==> config.mk <==
export PLATFORM = sky130hd
export DESIGN_NAME = pfc_config_regs
export DESIGN_NICKNAME = d
export VERILOG_FILES = /design/src/core/pfc_pkg.sv /design/src/core/pfc_config_regs.sv /design/src/core/pfc_tenure_timer.sv
export SDC_FILE = /design/constraint.sdc
export NUM_CORES = 1
export LEC_CHECK = 0
export CAP_MARGIN = 40
export CORE_ASPECT_RATIO = 1.75
export CORE_MARGIN = 2
export CORE_UTILIZATION = 46
export CTS_CLUSTER_DIAMETER = 60
export DETAILED_ROUTE_END_ITERATION = 12
export DONT_BUFFER_PORTS = 1
export HOLD_SLACK_MARGIN = 0.12
export SYNTH_ARGS = -nofsm -noshare
export SYNTH_HDL_FRONTEND = slang
export SYNTH_SLANG_ARGS = --single-unit
==> constraint.sdc <==
create_clock -name clk_i -period 2.3 [get_ports clk_i]
set_input_delay 0.46 -clock clk_i [delete_from_list [all_inputs] [get_ports clk_i]]
set_output_delay 0.46 -clock clk_i [all_outputs]
set_load 0.02 [all_outputs]
==> src/core/pfc_pkg.sv <==
// Constants shared by the configuration header register slice.
package pfc_pkg;

	// Configuration dword offsets (byte addresses) of the registers kept here.
	localparam logic [7:0] OFS_TENURE_LINE = 8'h0c;
	localparam logic [7:0] OFS_HEADER_SELFTEST = 8'h0e;
	localparam logic [7:0] OFS_HOST_CTRL_BASE = 8'h10;
	localparam logic [7:0] OFS_EXT_BASE = 8'h14;

	// Reset values.
	localparam logic [15:0] RST_TENURE_LINE = 16'h0000;
	localparam logic [15:0] RST_HEADER_SELFTEST = 16'h0080;
	localparam logic [31:0] RST_HOST_CTRL_BASE = 32'h0000_0000;
	localparam logic [31:0] RST_EXT_BASE = 32'h0000_0000;

	// Fixed read-only field values.
	localparam logic [7:0] HEADER_TYPE_CODE = 8'h80;
	localparam logic [7:0] SELFTEST_FIELD_VAL = 8'h00;

	// Field positions and widths.
	localparam int LINE_SIZE_LSB = 0;
	localparam int TENURE_LSB = 8;
	localparam int FIELD_W = 8;
	localparam int HOST_CTRL_ADDR_LSB = 11;
	localparam int HOST_CTRL_ADDR_W = 21;
	localparam int EXT_ADDR_LSB = 14;
	localparam int EXT_ADDR_W = 18;

	// Latency from a taken configuration request to its acknowledge.
	localparam int CFG_ACK_CYCLES = 1;

endpackage : pfc_pkg

==> src/core/pfc_config_regs.sv <==
// Configuration header registers 0Ch to 17h of the host-controller function.
`timescale 1ns/1ps
`default_nettype none

module pfc_config_regs (
	input wire logic clk_i,
	input wire logic arst_n_i,
	// Configuration cycle port from the target decode.
	input wire logic cfg_req_i,
	input wire logic cfg_we_i,
	input wire logic [7:0] cfg_addr_i,
	input wire logic [3:0] cfg_be_i,
	input wire logic [31:0] cfg_wdata_i,
	output logic [31:0] cfg_rdata_o,
	output logic cfg_ack_o,
	// Bus master side; frame start and done come from logic on this clock,
	// the grant straight from its pin.
	input wire logic frame_start_i,
	input wire logic xfer_done_i,
	input wire logic gnt_n_i,
	input wire logic line_cmd_i,
	output logic [7:0] line_transfer_size_o,
	output logic line_cmd_ok_o,
	output logic [7:0] tenure_count_o,
	output logic tenure_expired_o,
	output logic terminate_o,
	// Memory decode against the two windows; the address is sampled on the
	// same clock as the request that qualifies it.
	input wire logic mem_space_en_i,
	input wire logic mem_req_i,
	input wire logic [31:0] mem_addr_i,
	output logic host_ctrl_hit_o,
	output logic ext_hit_o
);

	// Field geometry comes from the package; the write lanes and reset slices below still fix bit positions, so resizing a window touches them too.
	// The short names keep the concatenations below on one line each.
	localparam int FW = pfc_pkg::FIELD_W;
	localparam int HW = pfc_pkg::HOST_CTRL_ADDR_W;
	localparam int EW = pfc_pkg::EXT_ADDR_W;
	localparam int HL = pfc_pkg::HOST_CTRL_ADDR_LSB;
	localparam int EL = pfc_pkg::EXT_ADDR_LSB;

	////////////////////////////////////////////////////////////////////////////
	// Stored fields. The window address fields hold only the writable upper
	// bits; everything below them is rebuilt as constant zero on every read.
	logic [FW-1:0] line_size_ff;
	logic [FW-1:0] nxt_line_size;
	logic [FW-1:0] tenure_limit_ff;
	logic [FW-1:0] nxt_tenure_limit;
	logic [HW-1:0] host_ctrl_window_addr_ff;
	logic [HW-1:0] nxt_host_ctrl_window_addr;
	logic [EW-1:0] ext_window_addr_ff;
	logic [EW-1:0] nxt_ext_window_addr;
	logic [31:0] rdata_ff;
	logic [31:0] nxt_rdata;
	logic ack_ff;
	logic nxt_ack;
	logic host_hit_ff;
	logic nxt_host_hit;
	logic ext_hit_ff;
	logic nxt_ext_hit;

	// Grant synchroniser and filtered level.
	// Only the filtered level leaves this group; the raw stages are private.
	logic gnt_s1_ff;
	logic gnt_s2_ff;
	logic gnt_s3_ff;
	logic gnt_n_ff;
	logic nxt_gnt_n;

	// Read views of each dword.
	// They are pure wiring, so they cost no flip-flops.
	logic [31:0] dw_tenure_header;
	logic [31:0] dw_host_ctrl;
	logic [31:0] dw_ext;
	logic wr_take;
	logic rd_take;

	////////////////////////////////////////////////////////////////////////////
	// Read composition. Size, prefetch, decode type and space flag bits are
	// constant zero; in the window dwords only the address fields are storage.
	// Keeping the constant bits out of storage means no write can disturb
	// them, whatever byte enables the host presents.
	always_comb begin
		dw_tenure_header = {pfc_pkg::SELFTEST_FIELD_VAL,
			pfc_pkg::HEADER_TYPE_CODE,
			tenure_limit_ff, line_size_ff};
		dw_host_ctrl = {host_ctrl_window_addr_ff, {HL{1'b0}}};
		dw_ext = {ext_window_addr_ff, {EL{1'b0}}};
	end

	// Only configuration cycles reach these registers. The direction bit
	// qualifies the single request, so a write and a read are never taken
	// together in one cycle.
	assign wr_take = cfg_req_i && cfg_we_i;
	assign rd_take = cfg_req_i && !cfg_we_i;

	////////////////////////////////////////////////////////////////////////////
	// Register write next values. Byte lanes two and three of dword 0Ch hold
	// the read-only header byte and self-test byte, so those enables are
	// simply not looked at; the bits below each window's address field in
	// byte one are likewise dropped. A partial write leaves untouched lanes
	// as they were, so firmware may size a window one byte at a time.
	always_comb begin
		nxt_line_size = line_size_ff;
		nxt_tenure_limit = tenure_limit_ff;
		nxt_host_ctrl_window_addr = host_ctrl_window_addr_ff;
		nxt_ext_window_addr = ext_window_addr_ff;
		if (wr_take) begin
			unique case (cfg_addr_i[7:2])
				pfc_pkg::OFS_TENURE_LINE[7:2]: begin
					if (cfg_be_i[0]) begin
						nxt_line_size = cfg_wdata_i[7:0];
					end
					if (cfg_be_i[1]) begin
						nxt_tenure_limit = cfg_wdata_i[15:8];
					end
					// Lanes 2 and 3 carry no storage.
				end
				pfc_pkg::OFS_HOST_CTRL_BASE[7:2]: begin
					if (cfg_be_i[1]) begin
						nxt_host_ctrl_window_addr[4:0] = cfg_wdata_i[15:11];
					end
					if (cfg_be_i[2]) begin
						nxt_host_ctrl_window_addr[12:5] = cfg_wdata_i[23:16];
					end
					if (cfg_be_i[3]) begin
						nxt_host_ctrl_window_addr[20:13] = cfg_wdata_i[31:24];
					end
				end
				pfc_pkg::OFS_EXT_BASE[7:2]: begin
					if (cfg_be_i[1]) begin
						nxt_ext_window_addr[1:0] = cfg_wdata_i[15:14];
					end
					if (cfg_be_i[2]) begin
						nxt_ext_window_addr[9:2] = cfg_wdata_i[23:16];
					end
					if (cfg_be_i[3]) begin
						nxt_ext_window_addr[17:10] = cfg_wdata_i[31:24];
					end
				end
				default: begin
					// Other offsets belong to neighbouring logic; nothing changes.
					nxt_line_size = line_size_ff;
				end
			endcase
		end
	end

	// Field registers. Reset values come from the package, so the read view
	// after reset matches the register defaults.
	always_ff @(posedge clk_i or negedge arst_n_i) begin
		if (!arst_n_i) begin
			line_size_ff <= pfc_pkg::RST_TENURE_LINE[7:0];
			tenure_limit_ff <= pfc_pkg::RST_TENURE_LINE[15:8];
			host_ctrl_window_addr_ff <= pfc_pkg::RST_HOST_CTRL_BASE[31:11];
			ext_window_addr_ff <= pfc_pkg::RST_EXT_BASE[31:14];
		end else begin
			line_size_ff <= nxt_line_size;
			tenure_limit_ff <= nxt_tenure_limit;
			host_ctrl_window_addr_ff <= nxt_host_ctrl_window_addr;
			ext_window_addr_ff <= nxt_ext_window_addr;
		end
	end

	////////////////////////////////////////////////////////////////////////////
	// Read data and acknowledge. Every request, mapped or not, is answered one
	// cycle later so the target state machine never hangs; unmapped offsets
	// read as zero. Read data is held until the next read is taken.
	// The parent must therefore route only this slice's offsets to the port,
	// or two answers would collide on the target state machine.
	always_comb begin
		nxt_ack = cfg_req_i;
		nxt_rdata = rdata_ff;
		if (rd_take) begin
			unique case (cfg_addr_i[7:2])
				pfc_pkg::OFS_TENURE_LINE[7:2]: begin
					nxt_rdata = dw_tenure_header;
				end
				pfc_pkg::OFS_HOST_CTRL_BASE[7:2]: begin
					nxt_rdata = dw_host_ctrl;
				end
				pfc_pkg::OFS_EXT_BASE[7:2]: begin
					nxt_rdata = dw_ext;
				end
				default: begin
					nxt_rdata = 32'h0000_0000;
				end
			endcase
		end
	end

	// Answer registers. Acknowledge is a one-cycle pulse because each request
	// is itself a single-cycle pulse.
	always_ff @(posedge clk_i or negedge arst_n_i) begin
		if (!arst_n_i) begin
			rdata_ff <= 32'h0000_0000;
			ack_ff <= 1'b0;
		end else begin
			rdata_ff <= nxt_rdata;
			ack_ff <= nxt_ack;
		end
	end

	assign cfg_rdata_o = rdata_ff;
	assign cfg_ack_o = ack_ff;

	////////////////////////////////////////////////////////////////////////////
	// Grant pin synchroniser. The first stage feeds only the second; the
	// filtered level moves once stages two and three agree, which costs a
	// cycle of latency but rejects a single-cycle glitch.
	// Reset leaves every stage at the removed level, so a grant that is
	// already present at release counts only once it has settled.
	always_comb begin
		nxt_gnt_n = gnt_n_ff;
		if (gnt_s2_ff == gnt_s3_ff) begin
			nxt_gnt_n = gnt_s3_ff;
		end
	end

	// Synchroniser registers; the bus idles with grant removed.
	always_ff @(posedge clk_i or negedge arst_n_i) begin
		if (!arst_n_i) begin
			gnt_s1_ff <= 1'b1;
			gnt_s2_ff <= 1'b1;
			gnt_s3_ff <= 1'b1;
			gnt_n_ff <= 1'b1;
		end else begin
			gnt_s1_ff <= gnt_n_i;
			gnt_s2_ff <= gnt_s1_ff;
			gnt_s3_ff <= gnt_s2_ff;
			gnt_n_ff <= nxt_gnt_n;
		end
	end

	////////////////////////////////////////////////////////////////////////////
	// Tenure counter; the limit is the programmed byte. The timer sees the
	// filtered grant, so termination trails the pin by four to five cycles,
	// and firmware should leave that margin when it picks a limit.
	pfc_tenure_timer #(
		.CNT_W(FW)
	) u_tenure (
		.clk_i(clk_i),
		.arst_n_i(arst_n_i),
		.frame_start_i(frame_start_i),
		.xfer_done_i(xfer_done_i),
		.gnt_active_i(!gnt_n_ff),
		.limit_i(tenure_limit_ff),
		.count_o(tenure_count_o),
		.expired_o(tenure_expired_o),
		.terminate_o(terminate_o)
	);

	////////////////////////////////////////////////////////////////////////////
	// Line-sized commands are only sensible once firmware has set a size; with
	// size zero the master must fall back to plain reads and writes.
	// The size itself is passed on unchecked; a value that is not a power of
	// two is the firmware's concern, not this slice's.
	assign line_transfer_size_o = line_size_ff;
	assign line_cmd_ok_o = line_cmd_i && (line_size_ff != '0);

	////////////////////////////////////////////////////////////////////////////
	// Window decode. Hits are registered, adding one cycle, to keep the wide
	// compare off the target's critical path.
	// A window whose base is still zero decodes the bottom of memory; the
	// memory space enable keeps that harmless until firmware places it.
	always_comb begin
		nxt_host_hit = mem_req_i && mem_space_en_i &&
			(mem_addr_i[31:HL] == host_ctrl_window_addr_ff);
		nxt_ext_hit = mem_req_i && mem_space_en_i &&
			(mem_addr_i[31:EL] == ext_window_addr_ff);
	end

	// Decode registers. They clear at reset, so no stale hit is seen in the
	// first cycle after release.
	always_ff @(posedge clk_i or negedge arst_n_i) begin
		if (!arst_n_i) begin
			host_hit_ff <= 1'b0;
			ext_hit_ff <= 1'b0;
		end else begin
			host_hit_ff <= nxt_host_hit;
			ext_hit_ff <= nxt_ext_hit;
		end
	end

	assign host_ctrl_hit_o = host_hit_ff;
	assign ext_hit_o = ext_hit_ff;

endmodule : pfc_config_regs

`default_nettype wire

==> src/core/pfc_tenure_timer.sv <==
// Bus-tenure limit counter that ends an initiator transaction after the limit.
`timescale 1ns/1ps
`default_nettype none

module pfc_tenure_timer #(
	parameter int CNT_W = 8
) (
	input wire logic clk_i,
	input wire logic arst_n_i,
	input wire logic frame_start_i,
	input wire logic xfer_done_i,
	input wire logic gnt_active_i,
	input wire logic [CNT_W-1:0] limit_i,
	output logic [CNT_W-1:0] count_o,
	output logic expired_o,
	output logic terminate_o
);

	typedef enum logic [2:0] {
		PFC_IDLE = 3'b001,
		PFC_COUNT = 3'b010,
		PFC_EXPIRED = 3'b100
	} pfc_tmr_state_t;

	pfc_tmr_state_t state_ff;
	pfc_tmr_state_t nxt_state;
	logic [CNT_W-1:0] count_ff;
	logic [CNT_W-1:0] nxt_count;
	logic term_ff;
	logic nxt_term;

	////////////////////////////////////////////////////////////////////////////
	// Next-state logic. A new frame always restarts the count from zero, even
	// while a previous tenure is still open, so back-to-back frames are safe.
	always_comb begin
		nxt_state = state_ff;
		nxt_count = count_ff;
		nxt_term = 1'b0;
		if (frame_start_i) begin
			nxt_state = PFC_COUNT;
			nxt_count = '0;
		end else begin
			unique case (state_ff)
				PFC_IDLE: begin
					nxt_count = count_ff;
				end
				PFC_COUNT: begin
					if (xfer_done_i) begin
						nxt_state = PFC_IDLE;
					end else if (count_ff >= limit_i) begin
						nxt_state = PFC_EXPIRED;
					end else begin
						nxt_count = count_ff + 1'b1;
					end
				end
				PFC_EXPIRED: begin
					// Ending waits for grant removal; a limit of zero expires at once.
					if (xfer_done_i) begin
						nxt_state = PFC_IDLE;
					end else if (!gnt_active_i) begin
						nxt_term = 1'b1;
						nxt_state = PFC_IDLE;
					end
				end
				default: begin
					nxt_state = PFC_IDLE;
				end
			endcase
		end
	end

	// State, count and terminate registers.
	always_ff @(posedge clk_i or negedge arst_n_i) begin
		if (!arst_n_i) begin
			state_ff <= PFC_IDLE;
			count_ff <= '0;
			term_ff <= 1'b0;
		end else begin
			state_ff <= nxt_state;
			count_ff <= nxt_count;
			term_ff <= nxt_term;
		end
	end

	assign count_o = count_ff;
	assign expired_o = (state_ff == PFC_EXPIRED);
	assign terminate_o = term_ff;

endmodule : pfc_tenure_timer

`default_nettype wire

# Yosys cells after proc, flatten, opt, wreduce, memory -nomap -nowiden
# Cells that the tools add are included.
dict set report totals {
  ff_bits 106
  in_bits 86
  output_inout_bits 54
  word_cells 69
}
dict set report op_classes {
  addsub 1
  magnitude_cmp 1
  eq_ne 14
  mux 15
  n_reduce_logical 19
}
# operator count
set op_table {}
lappend op_table {{$pmux 32 s3} 1}
lappend op_table {{$mux 8} 4}
lappend op_table {{$reduce_and 3->1} 10}
lappend op_table {{$eq 21x21->1} 1}
lappend op_table {{$eq 18x18->1} 1}
lappend op_table {{$mux 3} 5}
lappend op_table {{$eq 6x3->1 const B} 2}
lappend op_table {{$pmux 3 s3} 1}
lappend op_table {{$add 8x1->8 const B} 1}
lappend op_table {{$ge 8x8->1} 1}
lappend op_table {{$ne 4x3->1 const B} 2}
lappend op_table {{$reduce_bool 8->1} 1}
lappend op_table {{$eq 6x2->1 const B} 1}
lappend op_table {{$logic_and 1x1->1} 6}
lappend op_table {{$ne 2x2->1 const B} 3}
lappend op_table {{$mux 1} 4}
lappend op_table {{$eq 3x1->1 const B} 1}
lappend op_table {{$eq 3x2->1 const B} 1}
lappend op_table {{$eq 3x3->1 const B} 1}
lappend op_table {{$reduce_bool 2->1} 1}
lappend op_table {{$eq 1x1->1} 1}
lappend op_table {{$logic_not 1->1} 1}

# Logic depth before layout (Yosys ltp)
# Gate-level depths: netlist of the first run.
dict set report depth {
  word_depth 5
  ltp_mapped 8
  depth_no_buf 7
}

# Hierarchy
# A second synthesis of the first run with hierarchy kept.
dict set report unflattened {
  cells_unflattened 430
  area_unflattened_um2 5083.6
}
# module instances cells_each area_each_um2 seq_area_each_um2
set by_module_without_submodules {}
lappend by_module_without_submodules {pfc_config_regs 1 343 4269.1 2357.3}
lappend by_module_without_submodules {pfc_tenure_timer 1 87 814.5 301.5}

# Least setup slack after synthesis of the first run
# No wires, ideal clock.
dict set report synth_timing {
  kind {register to register}
  start {register u_tenure.count_ff[0] (netlist: u_tenure.count_o[0])}
  end {register u_tenure.count_ff[1] (netlist: u_tenure.count_o[1])}
  setup_time_ns 0.078
  t_arrival_ns 2.092
  t_required_ns 2.222
  setup_slack_ns 0.130
  path_stages_with_launch 9
  n_path_buf 1
  period_less_slack_ns 2.170
  path_cell_list {dfrtp_1 -> inv_1 -> ha_1 -> and3_1 -> o21ai_0 -> a311oi_2 -> buf_2 -> or3b_2 -> a21oi_1}
}
dict set report synth_between {
  elab_chain_cells 5
  word_cells_on_any_way 8
  classes_between {add/sub (1); order compare (1); eq/ne (1); mux (4); reduce/logical (1)}
}
# element line_no
set synth_lines {}
lappend synth_lines {{start, declared} pfc_tenure_timer.sv:27} ;# logic [CNT_W-1:0] count_ff;
lappend synth_lines {{start signal, assigned} pfc_tenure_timer.sv:80} ;# count_ff <= nxt_count;
lappend synth_lines {{$add 8x1->8} pfc_tenure_timer.sv:53} ;# nxt_count = count_ff + 1'b1;
lappend synth_lines {{$mux 8} pfc_tenure_timer.sv:50} ;# end else if (count_ff >= limit_i) begin
lappend synth_lines {{$mux 8} pfc_tenure_timer.sv:48} ;# if (xfer_done_i) begin
lappend synth_lines {{$mux 8} pfc_tenure_timer.sv:43} ;# unique case (state_ff)
lappend synth_lines {{$mux 8} pfc_tenure_timer.sv:39} ;# if (frame_start_i) begin
# Several ways; a longest one is shown, not always the timed one. The select of a mux whose other input is x is not followed.
# A chain may end at the register's enable or synchronous reset.

# Worst setup path in the final report of the first run
dict set report layout_timing {
  start {register tenure_limit_ff[2]}
  end {register u_tenure.count_ff[7] (netlist: u_tenure.count_o[7])}
}
dict set report layout_between {
  elab_chain_cells 3
}
# element line_no
set layout_lines {}
lappend layout_lines {{start, declared} pfc_config_regs.sv:49} ;# logic [FW-1:0] tenure_limit_ff;
lappend layout_lines {{start signal, assigned} pfc_config_regs.sv:156} ;# tenure_limit_ff <= pfc_pkg::RST_TENURE_LINE[15:8];
lappend layout_lines {{start signal, assigned} pfc_config_regs.sv:161} ;# tenure_limit_ff <= nxt_tenure_limit;
lappend layout_lines {{$ge 8x8->1} pfc_tenure_timer.sv:50}
lappend layout_lines {{$ne 2x2->1 (no source line)} n/a}
lappend layout_lines {{$reduce_and 3->1 (no source line)} n/a}
# Every way passes these cells.

==> impl_metrics.py, run 1 <==
metrics = {
    "clock_tree": {
        "cts_buffers": 9,
        "clock-sinks": 106,
        "clock_path_buffers": 2,
        "clkLatencyLatePin_ns": 0.35,
        "clk_pin_slew_ns": 0.08,
        "clockRootBuffer": "clkbuf_16",
        "htreeDepth": 3,
        "cts_tree": "yes",
        "cts_hold_buffers": 2,
    },
    "sta": {
        "hold_viol_final": 106,
        "finalSetupViolCount": 0,
        "max-slew-margin-rel_pct": 71.5,
        "worstMarginPinSlew_ns": 0.427,
        "finalCritPeriodShare_pct": 93.7,
        "holdWs_ns": -0.206,
        "rsz0062_at_grt": "no",
        "final-max-slew-violation-count": 0,
        "tns_ns": 0,
        "fmax_ghz": 0.464,
        "finClkSkew_ns": 0.00823,
        "fin_crit_ns": 2.15,
    },
    "routing": {
        "drc_errors": 0,
        "dr.pass1.iters": 4,
        "drtIter0Drc": 104,
        "vias": 3264,
        "vias_per_cell": 5.68,
        "postRouteAntennaNets": 0,
        "drt-total-wl_mm": 11.3,
        "post_drt_wl_per_cell_um": 19.7,
    },
    "finish": {
        "multi_input_area_um2": 2330,
        "num_antenna_cells": 0,
        "nFillCells": 938,
        "fin_util_pct": 52.5,
        "final_cell_mix": "101 x dfrtp_1, 54 x mux2_2, 51 x nand2_1, 35 x xor2_1",
        "nets": 535,
        "areaGrowthSynthToFinish_pct": 10.9,
        "layout_commonest_cell": "dfrtp_1",
        "seqCellArea_um2": 2660,
        "drive_above_1_share_pct": 24.9,
    },
    "synthesis": {
        "synth-seq-area-share_pct": 52.2,
        "syn_area_um2": 5090,
        "yosys_most_used_dff": "dfrtp_1",
        "synthArstFlopShare_pct": 100,
        "yosys-top-cells-area": "dfrtp_1 50%, mux2_2 12%, xor2_1 6.0%, nand2_1 3.8%, mux2i_1 3.3%",
        "synth_cell_types": 49,
        "synth_edf_count": 0,
        "ys_seq_elements": 106,
        "synth.largest_area_cell": "dfrtp_1",
        "syn_nets": 519,
        "synth.avg_cell_area_um2": 12.0,
        "yosysTopAreaCellShare_pct": 49.6,
        "yosysWarnings": 0,
        "syn_inst": 424,
    },
    "floorplan": {
        "rows": 50,
        "dieArea_um2": 12000,
        "start_util_pct": 47.3,
        "core_um2": 10800,
        "fp.dieH_um": 143,
        "die-width_um": 83.5,
        "ios": 140,
    },
    "placed_design": {
        "hpwl_mm": 8.40,
        "gp_congestion": 0.808,
        "port_buffers": 0,
    },
    "global_routing": {
        "grt_max_degree": 107,
        "track_usage_pct": 19.6,
        "grt_overflow": 0,
        "grt_pass1_vias": 3467,
        "antenna_found_initial": 0,
        "grt_first_pass_wirelength_mm": 18.1,
    },
    "critical_path": {
        "endpoint_kind": "flip-flop",
        "worst-setup-path-type": "reg2reg",
        "cp.required_ns": 2.57,
        "arrival_ns": 2.42,
        "cp_max_fo": 6,
        "crit_path_cell_trace": "inv_1 -> ha_1 -> and3_1 -> o21ai_1 -> a311oi_2 -> buf_4 -> or4_1 -> a21oi_1",
        "startpoint_type": "flip-flop",
        "cp.buffers_inverters": 2,
        "critPathTopFamily": "simple AND/OR/NAND/NOR gates",
        "cp_slowest_cell": "or4_1",
        "slowest_delay_ns": 0.50,
    },
    "run_status": {
        "outcome": "finished, violations left",
        "violations": "hold timing",
    },
    "power": {
        "power_density_nw_per_um2": 664,
        "p_leak_nw": 2.67,
        "peakVddDrop_mv": 0.489,
    },
    "min_path": {
        "hp-class": "in2async",
    },
    "job": {
        "max_cap_violations": 0,
    },
}
worst register-to-register path, stage by stage, from the launching register on:
cell and delay (ns):
dfrtp_1 0.37, inv_1 0.05, ha_1 0.28, and3_1 0.19, o21ai_1 0.15, a311oi_2 0.17
buf_4 0.20, or4_1 0.50, a21oi_1 0.17
layer usage:
| metal | wire length (um) | vias up | GRT usage (%) |
|---|---|---|---|
| met4 | 254 | 0 | 9.00 |
| met3 | 754 | 17 | 5.72 |
| met2 | 5870 | 97 | 33.7 |
| met5 | 0 | - | 0 |
| li1 | - | 1555 | - |
| met1 | 4460 | 1595 | 22.5 |
registers in the layout, indices dropped and copies added (netlist names), 3 cells and up:
name / flops
cfg_rdata_o: 32
ext_window_addr_ff: 18
host_ctrl_window_addr_ff: 21
line_transfer_size_o: 8
tenure_limit_ff: 8
u_tenure.count_o: 8
u_tenure.state_ff: 3
timing repair:
item,4_1_cts,5_1_grt
gates resized for setup,0,1
buffers inserted,0,1
endpoints found under the hold margin,108,106
endpoints found under the setup margin,0,5
metrics by stage:
stage / cell area [um^2] / worst slack, ns / instances / power [mW] / hold slack (ns)
after global placement: 5330 / 0.134 / 556 / 2.26 / 0.167
after detailed placement: 5330 / 0.0958 / 556 / 2.27 / 0.167
after CTS: 5640 / 0.0704 / 574 / 3.79 / -0.221
after global routing: 5650 / 0.00484 / 575 / 3.90 / -0.222
after floorplan: 5090 / 0.130 / 424 / 2.21 / 0.164
final: 5650 / 0.146 / 575 / 3.75 / -0.206
synth_stat cells (3+ instances only):
| cell type | instances |
|---|---|
| buf_2 | 5 |
| clkbuf_1 | 8 |
| o21ai_0 | 21 |
| nor2_1 | 5 |
| nand4_1 | 4 |
| a22oi_1 | 3 |
| nor4_1 | 12 |
| xor2_1 | 35 |
| dfstp_2 | 5 |
| inv_1 | 9 |
| dfrtp_1 | 101 |
| nand2b_1 | 3 |
| or4_1 | 5 |
| nand2_1 | 51 |
| nor2_4 | 3 |
| ha_1 | 9 |
| mux2i_1 | 17 |
| mux2_2 | 54 |
| xnor2_1 | 4 |
| a21oi_1 | 13 |
| o31ai_1 | 20 |
| nand3_1 | 3 |
report_power, final:
part	total, mW	leakage (nW)	internal (mW)	switching, mW
registers	1.99	1.45	1.92	0.0621
clock network	1.52	0.142	0.768	0.751
logic	0.248	1.08	0.128	0.120
layout make-up:
| class | count | share of cell area, % |
|---|---|---|
| clock buffers | 9 | 3.99 |
| clock inverters | 7 | 1.20 |
| inverters | 9 | 0.598 |
| multi-input cells | 294 | 41.3 |
| flip-flops and latches | 106 | 47.1 |
| well taps | 130 | 2.88 |
| repair buffers | 20 | 2.97 |
cell families after synthesis:
family,Yosys count,synth area share (%)
AND/OR/NAND/NOR,109,13.1
flip-flops,106,52.2
buffers and inverters,24,2.04
multiplexers,73,15.7
AO/OA/AOI/OAI,63,7.81
XOR/XNOR,39,6.71
adder cells (fa/ha/maj),10,2.41
path summary, 6_finish.rpt:
kind	start	cells after the start	end	slack, ns
setup / recovery	tenure_limit_ff[2]	8	u_tenure.count_o[7]	0.15
hold / removal	arst_n_i	0	u_tenure.count_o[5]	-0.21
setup reg to reg	tenure_limit_ff[2]	8	u_tenure.count_o[7]	0.15
hold reg to reg	gnt_s1_ff	0	gnt_s2_ff	0.36
max in group asynchronous	arst_n_i	0	gnt_s1_ff	2.28
min in group clk_i	frame_start_i	1	u_tenure.state_ff[0]	0.14
No activity file was read; power rests on OpenSTA's default activity.
==> run 2: changes to the inputs <==
--- a/config.mk
+++ b/config.mk
@@ -7,7 +7,6 @@
 export LEC_CHECK = 0
 export CAP_MARGIN = 40
 export CORE_ASPECT_RATIO = 1.75
-export CORE_MARGIN = 2
 export CORE_UTILIZATION = 46
 export CTS_CLUSTER_DIAMETER = 60
 export DETAILED_ROUTE_END_ITERATION = 12
==> impl_metrics.py, run 2 (same netlist as run 1, synthesis figures left out) <==
metrics = {
    "power": {
        "p_leak_nw": 2.68,
        "seq_power_share_pct": 51.5,
        "p_total_mw": 3.86,
        "internal_power_mw": 2.93,
        "p_clk_share_pct": 42.1,
        "peakVddDrop_mv": 0.393,
        "swShare_pct": 24.1,
        "power.switching_mw": 0.928,
        "power_density_nw_per_um2": 681,
        "power_frac_comb_pct": 6.5,
    },
    "routing": {
        "postRouteAntennaNets": 0,
        "wl_met2_mm": 5.93,
        "dr.pass1.iters": 4,
        "wl_met1_mm": 4.42,
        "drt-total-wl_mm": 11.5,
        "post_drt_wl_per_cell_um": 20.0,
        "drc_errors": 0,
        "top_layer": "met4",
        "wl_met3_um": 894,
        "drtIter0Drc": 133,
        "vias": 3292,
        "vias_per_cell": 5.74,
    },
    "sta": {
        "max-slew-margin-rel_pct": 59.3,
        "fmax_ghz": 0.467,
        "finalWorstSetupSlack_ns": 0.160,
        "hold_viol_final": 106,
        "finClkSkew_ns": 0.0106,
        "worstMarginPinSlew_ns": 0.611,
        "holdWs_ns": -0.200,
        "final-max-slew-violation-count": 0,
        "finalCritPeriodShare_pct": 93.0,
        "tns_ns": 0,
        "rsz0062_at_grt": "no",
        "finalSetupViolCount": 0,
        "fin_crit_ns": 2.14,
    },
    "floorplan": {
        "die-width_um": 81.5,
        "rows": 50,
        "ios": 140,
        "fp.dieH_um": 141,
        "dieArea_um2": 11500,
        "core_um2": 10800,
        "start_util_pct": 47.3,
    },
    "placed_design": {
        "gp_congestion": 0.805,
        "port_buffers": 0,
        "dp_slack_ns": 0.102,
        "hpwl_mm": 8.39,
    },
    "global_routing": {
        "grt_first_pass_wirelength_mm": 18.3,
        "grt_overflow": 0,
        "grt_pass1_vias": 3577,
        "antenna_found_initial": 0,
        "grt_max_degree": 107,
        "track_usage_pct": 21.6,
    },
    "finish": {
        "seqCellArea_um2": 2660,
        "areaGrowthSynthToFinish_pct": 11.2,
        "largest_reg_flops": 32,
        "nets": 534,
        "nFillCells": 971,
        "drive_above_1_share_pct": 25.0,
        "num_antenna_cells": 0,
        "layout_commonest_cell": "dfrtp_1",
        "final_cell_mix": "101 x dfrtp_1, 54 x mux2_2, 51 x nand2_1, 35 x xor2_1",
        "multi_input_area_um2": 2330,
    },
    "clock_tree": {
        "clkLatencyLatePin_ns": 0.35,
        "clk_pin_slew_ns": 0.08,
        "clock-sinks": 106,
        "clock_path_buffers": 2,
        "clockRootBuffer": "clkbuf_16",
        "cts_tree": "yes",
        "cts_buffers": 9,
        "cts_hold_buffers": 1,
        "htreeDepth": 3,
    },
    "job": {
        "max_cap_violations": 0,
    },
    "critical_path": {
        "arrival_ns": 2.41,
        "worst-setup-path-type": "reg2reg",
        "cp_max_fo": 6,
        "endpoint_kind": "flip-flop",
        "cp.required_ns": 2.57,
        "startpoint_type": "flip-flop",
    },
    "run_status": {
        "violations": "hold timing",
        "outcome": "finished, violations left",
    },
    "min_path": {
        "hp-class": "in2async",
    },
}
## run 2: changes by cell type in the layout (fill, tap and decap cells not counted), sizes merged
cell / before / now
bufinv: 0 / 1
clkinvlp: 1 / 0
dlygate4sd3: 2 / 1
## run 2: what timing repair did
item / 4_1_cts / 5_1_grt
endpoints found under the hold margin: 107 / 106
endpoints found under the setup margin: 0 / 1
resized for setup: 0 / 1
buffers inserted: 0 / 1
## run 2: layout make-up
class / count / share of cell area [%]
flip-flops and latches: 106 / 47.0
clock inverters: 7 / 1.59
well taps: 130 / 2.87
multi-input cells: 294 / 41.2
inverters: 9 / 0.597
clock buffers: 9 / 3.98
repair buffers: 19 / 2.78
## run 2: worst paths after layout
check,depth (start not counted),end,startpoint,slack [ns]
max,8,u_tenure.count_o[4],tenure_limit_ff[2],0.16
max reg2reg,8,u_tenure.count_o[4],tenure_limit_ff[2],0.16
min,0,u_tenure.count_o[5],arst_n_i,-0.20
min in group clk_i,0,cfg_ack_o,cfg_req_i,0.14
min reg2reg,0,gnt_s2_ff,gnt_s1_ff,0.36
max in group asynchronous,0,gnt_s1_ff,arst_n_i,2.30
## run 2: critical path, stage by stage (launching register included)
cell	delay, ns
dfrtp_1	0.38
inv_1	0.05
ha_1	0.28
and3_1	0.18
o21ai_1	0.14
a311oi_2	0.17
buf_4	0.20
or4_1	0.52
a21oi_1	0.16
## run 2: metrics by stage
| step | util (%) | hold slack, ns | instances | instance area, um^2 |
|---|---|---|---|---|
| 3_3_place_gp | 49.5 | 0.166 | 555 | 5320 |
| 5_1_grt | 52.6 | -0.220 | 574 | 5660 |
| 6_report | 52.6 | -0.200 | 574 | 5660 |
| 3_5_place_dp | 49.5 | 0.167 | 555 | 5320 |
| 2_1_floorplan | - | 0.164 | 424 | 5090 |
| 4_1_cts | 52.5 | -0.215 | 572 | 5650 |
## run 2: power by group through the flow
| stage | Combinational (mW) | Clock (mW) | Sequential [mW] |
|---|---|---|---|
| 2_1_floorplan | 0.197 | 0 | 2.01 |
| 6_report | 0.249 | 1.62 | 1.99 |
| 4_1_cts | 0.248 | 1.66 | 1.99 |
| 3_3_place_gp | 0.241 | 0 | 2.02 |
| 3_5_place_dp | 0.245 | 0 | 2.02 |
| 5_1_grt | 0.276 | 1.73 | 2.00 |
## run 2: per-layer routing
metal  GRT usage (%)  vias to the layer above
met1            24.5                     1630
met3            7.12                       14
met2            36.4                       94
met4            8.74                        0
met5               0                        -
li1                -                     1554
==> run 3: changes to the inputs <==
--- a/config.mk
+++ b/config.mk
@@ -7,11 +7,12 @@
 export LEC_CHECK = 0
 export CAP_MARGIN = 40
 export CORE_ASPECT_RATIO = 1.75
-export CORE_UTILIZATION = 46
+export CORE_UTILIZATION = 59
 export CTS_CLUSTER_DIAMETER = 60
 export DETAILED_ROUTE_END_ITERATION = 12
 export DONT_BUFFER_PORTS = 1
 export HOLD_SLACK_MARGIN = 0.12
+export PLACE_DENSITY = 0.75
 export SYNTH_ARGS = -nofsm -noshare
 export SYNTH_HDL_FRONTEND = slang
 export SYNTH_SLANG_ARGS = --single-unit
==> constraint.sdc (replaced) <==
create_clock -name clk_i -period 2.4 [get_ports clk_i]
set_input_delay 0.48 -clock clk_i [delete_from_list [all_inputs] [get_ports clk_i]]
set_output_delay 0.48 -clock clk_i [all_outputs]
set_load 0.05 [all_outputs]
==> impl_metrics.py, run 3 (same netlist as run 1, synthesis figures left out) <==
metrics = {
    "run_status": {
        "outcome": "finished, violations left",
        "violations": "hold timing",
    },
    "finish": {
        "stdcell_count": 559,
        "drive_above_1_share_pct": 25.0,
        "final_cell_mix": "101 x dfrtp_1, 54 x mux2_2, 51 x nand2_1, 35 x xor2_1, 21 x o21ai_0",
        "num_antenna_cells": 0,
        "nets": 534,
        "multi_input_area_um2": 2340,
        "layout_commonest_cell": "dfrtp_1",
        "final_area_um2": 5620,
        "nFillCells": 625,
        "fin_util_pct": 67.5,
        "largest_reg_flops": 32,
        "areaGrowthSynthToFinish_pct": 10.2,
        "seqCellArea_um2": 2660,
    },
    "floorplan": {
        "core_um2": 8310,
        "fp.dieH_um": 125,
        "dieArea_um2": 9020,
        "die-width_um": 72.2,
        "ios": 140,
        "rows": 44,
        "start_util_pct": 61.3,
    },
    "sta": {
        "finalCritPeriodShare_pct": 90.9,
        "finClkSkew_ns": 0.00775,
        "max-slew-margin-rel_pct": 61.6,
        "fin_crit_ns": 2.18,
        "worstMarginPinSlew_ns": 0.577,
        "finalWorstSetupSlack_ns": 0.218,
        "final-max-slew-violation-count": 0,
        "tns_ns": 0,
        "holdWs_ns": -0.181,
        "rsz0062_at_grt": "no",
        "hold_viol_final": 102,
        "fmax_ghz": 0.458,
        "finalSetupViolCount": 0,
    },
    "placed_design": {
        "gp_congestion": 0.806,
        "dp_slack_ns": 0.197,
        "dp.cells": 540,
        "placed_area_um2": 5310,
        "port_buffers": 0,
        "hpwl_mm": 7.74,
    },
    "power": {
        "p_total_mw": 3.56,
        "seq_power_share_pct": 54.0,
        "power_frac_comb_pct": 7.0,
        "p_leak_nw": 2.65,
        "peakVddDrop_mv": 0.459,
        "swShare_pct": 24.0,
        "power.switching_mw": 0.854,
        "power_density_nw_per_um2": 634,
        "p_clk_share_pct": 39.0,
        "internal_power_mw": 2.70,
    },
    "global_routing": {
        "grt_overflow": 0,
        "grt_first_pass_wirelength_mm": 16.9,
        "antenna_found_initial": 0,
        "grt_max_degree": 107,
        "grt_pass1_vias": 3476,
        "track_usage_pct": 24.8,
    },
    "critical_path": {
        "cp.buffers_inverters": 2,
        "slowest_delay_ns": 0.50,
        "cp_max_fo": 11,
        "worst-setup-path-type": "reg2reg",
        "endpoint_kind": "flip-flop",
        "cp_slowest_cell": "or4_1",
        "startpoint_type": "flip-flop",
        "worst-r2r-setup-slack_ns": 0.22,
        "critPathTopFamily": "simple AND/OR/NAND/NOR gates",
        "cp.required_ns": 2.67,
        "arrival_ns": 2.45,
        "crit_path_cell_trace": "inv_1 -> ha_1 -> and3_1 -> o21ai_0 -> a311oi_2 -> buf_4 -> or4_1 -> a21oi_1",
    },
    "clock_tree": {
        "clock-sinks": 106,
        "clkLatencyLatePin_ns": 0.35,
        "clockRootBuffer": "clkbuf_16",
        "clock_path_buffers": 2,
        "clk_pin_slew_ns": 0.07,
        "cts_tree": "yes",
        "cts_buffers": 9,
        "htreeDepth": 3,
        "cts_hold_buffers": 1,
    },
    "routing": {
        "post_drt_wl_per_cell_um": 18.6,
        "postRouteAntennaNets": 0,
        "vias_per_cell": 5.87,
        "dr.pass1.iters": 4,
        "drtIter0Drc": 134,
        "drt-total-wl_mm": 10.4,
        "vias": 3284,
        "drc_errors": 0,
    },
    "job": {
        "max_cap_violations": 0,
    },
    "min_path": {
        "hp-class": "in2async",
    },
}
## run 3: path summary, 6_finish.rpt
| kind | endpoint | start | depth (start not counted) |
|---|---|---|---|
| max | u_tenure.count_o[3] | tenure_limit_ff[2] | 8 |
| min | u_tenure.count_o[3] | arst_n_i | 0 |
| max reg2reg | u_tenure.count_o[3] | tenure_limit_ff[2] | 8 |
| min reg2reg | gnt_s2_ff | gnt_s1_ff | 0 |
| max in group asynchronous | gnt_s2_ff | arst_n_i | 0 |
| min in group clk_i | cfg_ack_o | cfg_req_i | 0 |
## run 3: routing by layer
layer	share of wire, %	GRT usage [%]	wire length [um]	vias up
li1	-	-	-	1545
met1	39	29.4	4050	1593
met2	50	40.4	5180	122
met3	7.9	7.85	817	24
met4	3.3	11.8	347	0
met5	0	0	0	-
## run 3: what timing repair did
action	4_1_cts	5_1_grt
endpoints found under the hold margin	107	106
setup endpoints to repair	0	1
buffers inserted	0	2
resized for setup	0	0
## run 3: power groups by stage
stage	sequential, mW	clock, mW	combinational, mW
2_1_floorplan	1.95	0	0.196
3_3_place_gp	1.95	0	0.232
3_5_place_dp	1.96	0	0.238
4_1_cts	1.92	1.41	0.241
5_1_grt	1.93	1.47	0.271
6_report	1.92	1.39	0.249
## run 3: cell type report
class	count	share of cell area [%]
Clock inverter	5	0.713
Timing Repair Buffer	19	2.81
Multi-Input combinational cell	294	41.6
Inverter	9	0.602
Tap cell	115	2.56
Clock buffer	11	4.32
Sequential cell	106	47.3
